--- src/common/sdi_pkg.sv ---
// constants shared by the serial converter input register block
package sdi_pkg;

  // ****************************************************************
  // data widths
  // ****************************************************************
  localparam int          CODE_W      = 12;
  localparam int          CNT_W       = 5;
  localparam int          PIN_W       = 8;
  localparam int          ADDR_W      = 4;
  localparam int          DATA_W      = 32;

  // ****************************************************************
  // pin bank bit positions
  // ****************************************************************
  localparam int          PIN_RISE_A  = 0;
  localparam int          PIN_RISE_B  = 1;
  localparam int          PIN_RISE_C  = 2;
  localparam int          PIN_FALL    = 3;
  localparam int          PIN_XFER_A  = 4;
  localparam int          PIN_XFER_B  = 5;
  localparam int          PIN_SERIAL  = 6;
  localparam int          PIN_ZERO    = 7;
  // idle levels: rising strobes low, falling strobe high, enables high, clear high
  localparam logic [7:0]  PIN_IDLE    = 8'hB8;

  // ****************************************************************
  // register map (byte addresses)
  // ****************************************************************
  localparam logic [3:0]  OFS_CTRL    = 4'h0;
  localparam logic [3:0]  OFS_INPUT   = 4'h4;
  localparam logic [3:0]  OFS_CODE    = 4'h8;
  localparam logic [3:0]  OFS_COUNT   = 4'hC;

  // control fields and reset value
  localparam int          CTRL_SHIFT_EN = 0;
  localparam int          CTRL_XFER_EN  = 1;
  localparam logic [1:0]  CTRL_RESET    = 2'h3;

  localparam logic [11:0] CODE_ZERO   = 12'h000;
  localparam logic [4:0]  COUNT_MAX   = 5'h1F;

endpackage

--- src/logic/sdi_pin_sync.sv ---
// two-flop synchroniser bank for the interface pins, plus a delayed copy for edges
`timescale 1ns/1ps
module sdi_pin_sync (
  // clock and reset
  input  wire logic                      ref_clk,
  input  wire logic                      rst,
  // raw pins
  input  wire logic [sdi_pkg::PIN_W-1:0] pinRaw,
  // synchronised level and its value one cycle earlier
  output logic      [sdi_pkg::PIN_W-1:0] pinSync,
  output logic      [sdi_pkg::PIN_W-1:0] pinPrev
);

  logic [sdi_pkg::PIN_W-1:0] meta_r;
  logic [sdi_pkg::PIN_W-1:0] sync_r;
  logic [sdi_pkg::PIN_W-1:0] prev_r;
  logic [sdi_pkg::PIN_W-1:0] meta_nxt;
  logic [sdi_pkg::PIN_W-1:0] sync_nxt;
  logic [sdi_pkg::PIN_W-1:0] prev_nxt;

  // first stage feeds only the second stage
  always_comb begin
    meta_nxt = pinRaw;
    sync_nxt = meta_r;
    prev_nxt = sync_r;
    if (rst) begin
      meta_nxt = sdi_pkg::PIN_IDLE;
      sync_nxt = sdi_pkg::PIN_IDLE;
      prev_nxt = sdi_pkg::PIN_IDLE;
    end
  end

  always_ff @(posedge ref_clk) begin
    meta_r <= meta_nxt;
    sync_r <= sync_nxt;
    prev_r <= prev_nxt;
  end

  assign pinSync = sync_r;
  assign pinPrev = prev_r;

endmodule

--- src/logic/sdi_input_regs.sv ---
// serial input shift register, converter register and Avalon-MM register slave
//
// Added by the designer: the register offsets and register access over Avalon-MM.
`timescale 1ns/1ps
module sdi_input_regs (
  // clock and reset
  input  wire logic                       ref_clk,
  input  wire logic                       rst,
  // strobe, transfer and clear pins
  input  wire logic                       shift_strobe_rise_a,
  input  wire logic                       shift_strobe_rise_b,
  input  wire logic                       shift_strobe_rise_c,
  input  wire logic                       shift_strobe_fall,
  input  wire logic                       transfer_enable_n_a,
  input  wire logic                       transfer_enable_n_b,
  input  wire logic                       zero_output_n,
  input  wire logic                       serial_bit_in,
  // converter switch controls
  output logic      [sdi_pkg::CODE_W-1:0] dacCode,
  // avalon-mm slave
  input  wire logic [sdi_pkg::ADDR_W-1:0] address,
  input  wire logic                       read,
  input  wire logic                       write,
  input  wire logic [sdi_pkg::DATA_W-1:0] writedata,
  input  wire logic [3:0]                 byteenable,
  output logic      [sdi_pkg::DATA_W-1:0] readdata,
  output logic                            waitrequest
);

  // ****************************************************************
  // pin synchronisation and edge detection
  // ****************************************************************
  logic [sdi_pkg::PIN_W-1:0] pinSync;
  logic [sdi_pkg::PIN_W-1:0] pinPrev;

  sdi_pin_sync u_sync (
    .ref_clk (ref_clk),
    .rst     (rst),
    .pinRaw  ({zero_output_n, serial_bit_in, transfer_enable_n_b, transfer_enable_n_a,
               shift_strobe_fall, shift_strobe_rise_c, shift_strobe_rise_b, shift_strobe_rise_a}),
    .pinSync (pinSync),
    .pinPrev (pinPrev)
  );

  logic riseA;
  logic riseB;
  logic riseC;
  logic fallS;
  logic idleA;
  logic idleB;
  logic idleC;
  logic idleF;
  logic shiftEvent;
  logic xferCond;

  logic [1:0]                 ctrl_r;
  logic [1:0]                 ctrl_nxt;
  logic [sdi_pkg::CODE_W-1:0] inReg_r;
  logic [sdi_pkg::CODE_W-1:0] inReg_nxt;
  logic [sdi_pkg::CODE_W-1:0] code_r;
  logic [sdi_pkg::CODE_W-1:0] code_nxt;
  logic [sdi_pkg::CNT_W-1:0]  count_r;
  logic [sdi_pkg::CNT_W-1:0]  count_nxt;
  logic                       resp_r;
  logic                       resp_nxt;
  logic [sdi_pkg::DATA_W-1:0] rdata_r;
  logic [sdi_pkg::DATA_W-1:0] rdata_nxt;

  // a strobe only counts while both its samples agree the others sit idle
  always_comb begin
    idleA      = !pinSync[sdi_pkg::PIN_RISE_A] && !pinPrev[sdi_pkg::PIN_RISE_A];
    idleB      = !pinSync[sdi_pkg::PIN_RISE_B] && !pinPrev[sdi_pkg::PIN_RISE_B];
    idleC      = !pinSync[sdi_pkg::PIN_RISE_C] && !pinPrev[sdi_pkg::PIN_RISE_C];
    idleF      = pinSync[sdi_pkg::PIN_FALL] && pinPrev[sdi_pkg::PIN_FALL];
    riseA      = pinSync[sdi_pkg::PIN_RISE_A] && !pinPrev[sdi_pkg::PIN_RISE_A];
    riseB      = pinSync[sdi_pkg::PIN_RISE_B] && !pinPrev[sdi_pkg::PIN_RISE_B];
    riseC      = pinSync[sdi_pkg::PIN_RISE_C] && !pinPrev[sdi_pkg::PIN_RISE_C];
    fallS      = !pinSync[sdi_pkg::PIN_FALL] && pinPrev[sdi_pkg::PIN_FALL];
    // any other strobe held active blocks the edge
    shiftEvent = ctrl_r[sdi_pkg::CTRL_SHIFT_EN] &&
                 ((riseA && idleB && idleC && idleF) ||
                  (riseB && idleA && idleC && idleF) ||
                  (riseC && idleA && idleB && idleF) ||
                  (fallS && idleA && idleB && idleC));
    // both enables low together with clear high
    xferCond   = ctrl_r[sdi_pkg::CTRL_XFER_EN] && pinSync[sdi_pkg::PIN_ZERO] &&
                 !pinSync[sdi_pkg::PIN_XFER_A] && !pinSync[sdi_pkg::PIN_XFER_B];
  end

  // ****************************************************************
  // input shift register and converter register
  // ****************************************************************
  always_comb begin
    inReg_nxt = inReg_r;
    count_nxt = count_r;
    code_nxt  = code_r;
    if (shiftEvent) begin
      // msb first: earlier bits move up
      inReg_nxt = {inReg_r[sdi_pkg::CODE_W-2:0], pinSync[sdi_pkg::PIN_SERIAL]};
      if (count_r != sdi_pkg::COUNT_MAX) begin
        count_nxt = count_r + 5'h01;
      end
    end
    if (xferCond) begin
      code_nxt  = inReg_r;
      count_nxt = shiftEvent ? 5'h01 : 5'h00;
    end
    // otherwise hold
    if (rst) begin
      inReg_nxt = sdi_pkg::CODE_ZERO;
      count_nxt = 5'h00;
      code_nxt  = sdi_pkg::CODE_ZERO;
    end
  end

  // clear never touches the shift register
  always_ff @(posedge ref_clk) begin
    inReg_r <= inReg_nxt;
    count_r <= count_nxt;
  end

  // clear acts without the clock; its release is not synchronised, so a transfer
  // landing on the release edge may be lost
  always_ff @(posedge ref_clk or negedge zero_output_n) begin
    if (!zero_output_n) begin
      code_r <= sdi_pkg::CODE_ZERO;
    end else begin
      code_r <= code_nxt;
    end
  end

  assign dacCode = code_r;

  // ****************************************************************
  // avalon-mm slave: one wait state, then answer
  // ****************************************************************
  function automatic logic [31:0] read_mux(input logic [3:0] ofs, input logic [1:0] ctl,
                                           input logic [11:0] inp, input logic [11:0] cod,
                                           input logic [4:0] cnt);
    logic [31:0] v;
    v = 32'h00000000;
    case (ofs)
      sdi_pkg::OFS_CTRL:  v = {30'h00000000, ctl};
      sdi_pkg::OFS_INPUT: v = {20'h00000, inp};
      sdi_pkg::OFS_CODE:  v = {20'h00000, cod};
      sdi_pkg::OFS_COUNT: v = {27'h0000000, cnt};
      default:            v = 32'h00000000;
    endcase
    return v;
  endfunction

  always_comb begin
    resp_nxt  = (read || write) && !resp_r;
    rdata_nxt = rdata_r;
    ctrl_nxt  = ctrl_r;
    if (read && !resp_r) begin
      rdata_nxt = read_mux(address, ctrl_r, inReg_r, code_r, count_r);
    end
    if (write && resp_r && address == sdi_pkg::OFS_CTRL && byteenable[0]) begin
      ctrl_nxt = writedata[1:0];
    end
    if (rst) begin
      resp_nxt  = 1'b0;
      rdata_nxt = 32'h00000000;
      ctrl_nxt  = sdi_pkg::CTRL_RESET;
    end
  end

  always_ff @(posedge ref_clk) begin
    resp_r  <= resp_nxt;
    rdata_r <= rdata_nxt;
    ctrl_r  <= ctrl_nxt;
  end

  assign waitrequest = (read || write) && !resp_r;
  assign readdata    = rdata_r;
endmodule

--- config.mk ---
export PLATFORM = sky130hd
export DESIGN_NAME = sdi_input_regs
export DESIGN_NICKNAME = d
export VERILOG_FILES = /design/src/common/sdi_pkg.sv /design/src/logic/sdi_pin_sync.sv /design/src/logic/sdi_input_regs.sv
export SDC_FILE = /design/constraint.sdc
export NUM_CORES = 1
export LEC_CHECK = 0
export ABC_AREA = 1
export BUFFER_PORTS_ARGS = -buffer_cell sky130_fd_sc_hd__buf_2
export CAP_MARGIN = 20
export CORE_MARGIN = 1
export CORE_UTILIZATION = 50
export CTS_CLUSTER_SIZE = 20
export DETAILED_ROUTE_END_ITERATION = 10
export PLACE_DENSITY = 0.79
export SLEW_MARGIN = 10
export SYNTH_ARGS = -nofsm -noshare
export SYNTH_HDL_FRONTEND = slang
export SYNTH_SLANG_ARGS = --single-unit
export TNS_END_PERCENT = 5
--- constraint.sdc ---
create_clock -name ref_clk -period 1.8 [get_ports ref_clk]
set_input_delay 0.18 -clock ref_clk [delete_from_list [all_inputs] [get_ports ref_clk]]
set_output_delay 0.18 -clock ref_clk [all_outputs]
set_load 0.005 [all_outputs]
==> results_dict.tcl <==
set metrics [dict create \
    outcome "complete, no violations" \
    io_buffers 43 \
    clock_sinks 64 \
    grt_overflow 0 \
    syn_area_per_cell_um2 8.35 \
    via_per_inst 4.82 \
    numCtsBuffers 9 \
    pin_count 97 \
    via_count 2246 \
    place_ws_ns 0.278 \
    async_flop_share 0.188 \
    required_ns 2.02 \
    num-fill-cells 464 \
    crit_arrival_ns 1.78 \
    ys_seq_area_frac 0.468 \
    cts_root_buf "clkbuf_8" \
    dieArea_um2 6030 \
    synth_edf_count 0 \
    syn_area_um2 2860 \
    layout.nets 443 \
    power_uw 3150 \
    tns_ns 0 \
    synth_top_family_by_area "simple AND/OR/NAND/NOR gates" \
    clkLatencyLatePin_ns 0.34 \
    multi_input_area_um2 1170 \
    fp.dieW_um 77.7 \
    cap_viol_max_count 0 \
    hold_class "in2reg" \
    antenna_found_initial 0 \
    cts_resized 0 \
    grt_pass1_wl_um 9050 \
    synth_simple_gate_area_frac 0.210 \
    cts_tree "yes" \
    cp_max_fo 7 \
    p_sw_frac 0.242 \
    synth.most_common_cell "nand2_1" \
    synth_cells 343 \
    p_switching_uw 764 \
    start_kind "register" \
    drt_iter0_markers 263 \
    setup_ws_ns 0.248 \
    ys.flop_type "dfxtp_1" \
    cts_setup_buffers 0 \
    rsz0062_at_grt "false" \
    diodes 0 \
    synth-adder-area-share 0.00874 \
    grt_max_degree 32 \
    min_period_over_period 0.862 \
    muxShareOfSynthArea 0 \
    wire_per_inst_um 11.8 \
    synthTopCellsByArea "dfxtp_1 36%, dfrtp_1 10%, nand2_1 6.9%" \
    ir_drop_mv 0.565 \
    grtUsageTotal 0.197 \
    slew_viol_final 0 \
    ant_nets 0 \
    die_y_um 77.7 \
    dp_hpwl_um 3940 \
    synth_top_area_frac 0.363 \
    synth_top_cell_by_area "dfxtp_1" \
    fin_crit_ns 1.55 \
    synth_cell_types 36 \
    clockBufferDepth 2 \
    first_global_vias 1981 \
    fin_skew_ns 0.0120 \
    drt-total-wl_um 5480 \
    power.internal_uw 2390 \
    cp-end-kind "register" \
    initial_core_util 0.520 \
    p_comb_frac 0.091 \
    p_leak_uw 0.00149 \
    drc 0 \
    drive_gt1_frac 0.274 \
    ys.warnings.count 0 \
    worstSetupPathType "reg2reg" \
    synthXorXnorAreaFrac 0.00612 \
    dr.pass1.iters 4 \
    p_seq_frac 0.483 \
    routabilityCongestion 0.884 \
    flow.area_growth_from_synthesis_pct 14.5 \
    power_frac_clock 0.426 \
    register_area_um2 1340 \
    hold_viol 0 \
    synth-compound-area-share 0.157 \
    cts_max_level 3 \
    finalSetupViolations 0 \
    core-area_um2 5510 \
    path_clk_slew_ns 0.07 \
    power_density_nw_per_um2 962 \
    fmax_mhz 644 \
    synth_common_cells "53 x nand2_1, 52 x dfxtp_1, 47 x inv_1" \
    num_rows 27 \
    ys_seq_elements 64 \
]
-- worst paths after layout --
check | startpoint | end | slack [ns] | cells past startpoint
worst max-delay path | count_r[0] | count_r[4] | 0.25 | 9
worst min-delay path | shift_strobe_fall | u_sync.meta_r[3] | 0.03 | 2
worst max register to register | count_r[0] | count_r[4] | 0.25 | 9
worst min register to register | u_sync.meta_r[6] | u_sync.pinSync[6] | 0.40 | 2
max in group asynchronous | zero_output_n | dacCode[0] | 1.32 | 2
min in group asynchronous | zero_output_n | dacCode[9] | 0.25 | 2
-- power by group through the flow --
stage          logic, uW  clock network, uW  registers [uW]
2_1_floorplan        252                  0            1540
3_3_place_gp         273                  0            1550
3_5_place_dp         282                  0            1550
4_1_cts              286               1370            1520
5_1_grt              325               1440            1530
6_report             287               1340            1520
-- flip-flops by register name, summed over array words and instances, names as in the netlist --
name / count
inReg_r: 12
ctrl_r: 2
u_sync.pinPrev: 4
count_r: 5
readdata: 12
u_sync.pinSync: 8
u_sync.meta_r: 8
dacCode: 12
resp_r: 1
-- final cells by class --
type                    count  area share
well taps                  72      0.0275
repair buffers             48      0.0779
clock inverters             6      0.0252
clock buffers              10      0.0420
multi-input cells         212       0.356
flip-flops and latches     64       0.409
inverters                  54      0.0618
-- layer usage --
metal,vias to the layer above,part of all wire,track usage
met5,-,0,0
met1,997,0.45,0.247
met4,0,0.022,0.106
met2,92,0.46,0.306
met3,11,0.071,0.0541
li1,1146,-,-
-- metrics by stage --
step           hold slack, ns   util  instances  area, um2
5_1_grt                0.0184  0.595        466       3280
2_1_floorplan          -0.116      -        362       2940
3_5_place_dp           0.0740  0.554        449       3050
6_report               0.0255  0.595        466       3280
3_3_place_gp           0.0785  0.554        449       3050
4_1_cts                0.0102  0.595        466       3280
-- critical path: stages (launching register included) --
cell,delay [ns]
dfxtp_1,0.41
ha_1,0.22
nand2_1,0.07
nor2_1,0.10
ha_1,0.17
inv_1,0.07
nand4_4,0.14
inv_2,0.06
o21ai_0,0.15
nor2_1,0.05
-- kinds of logic after synthesis --
group / after synthesis
and+or+nand+nor: 116
buffers and inverters: 86
AOI/OAI and AO/OA: 72
DFF: 64
xor gates and xnor gates: 2
adders and majority gates: 2
other: 1
-- layout by cell type, fill, tap and decap left out, types with 8 or more instances in the layout --
cell type / netlist / layout
o22ai_1: 8 / 8
nor2_1: 23 / 23
o21ai_0: 20 / 20
dfrtp_1: 12 / 12
inv_1: 47 / 47
or2_2: 8 / 8
o21ai_1: 8 / 8
nand3_1: 13 / 13
dfxtp_1: 52 / 52
buf_2: 4 / 43
conb_1: 1 / 20
a21oi_1: 17 / 17
nand2_1: 53 / 53
clkbuf_8: 0 / 10
a21oi_2: 12 / 12
-- timing repair --
item	4_1_cts	5_1_grt
endpoints found under the setup margin	0	0
hold endpoints to repair	12	0
hold buffers	1	0
No activity file was read; power rests on OpenSTA's default activity.
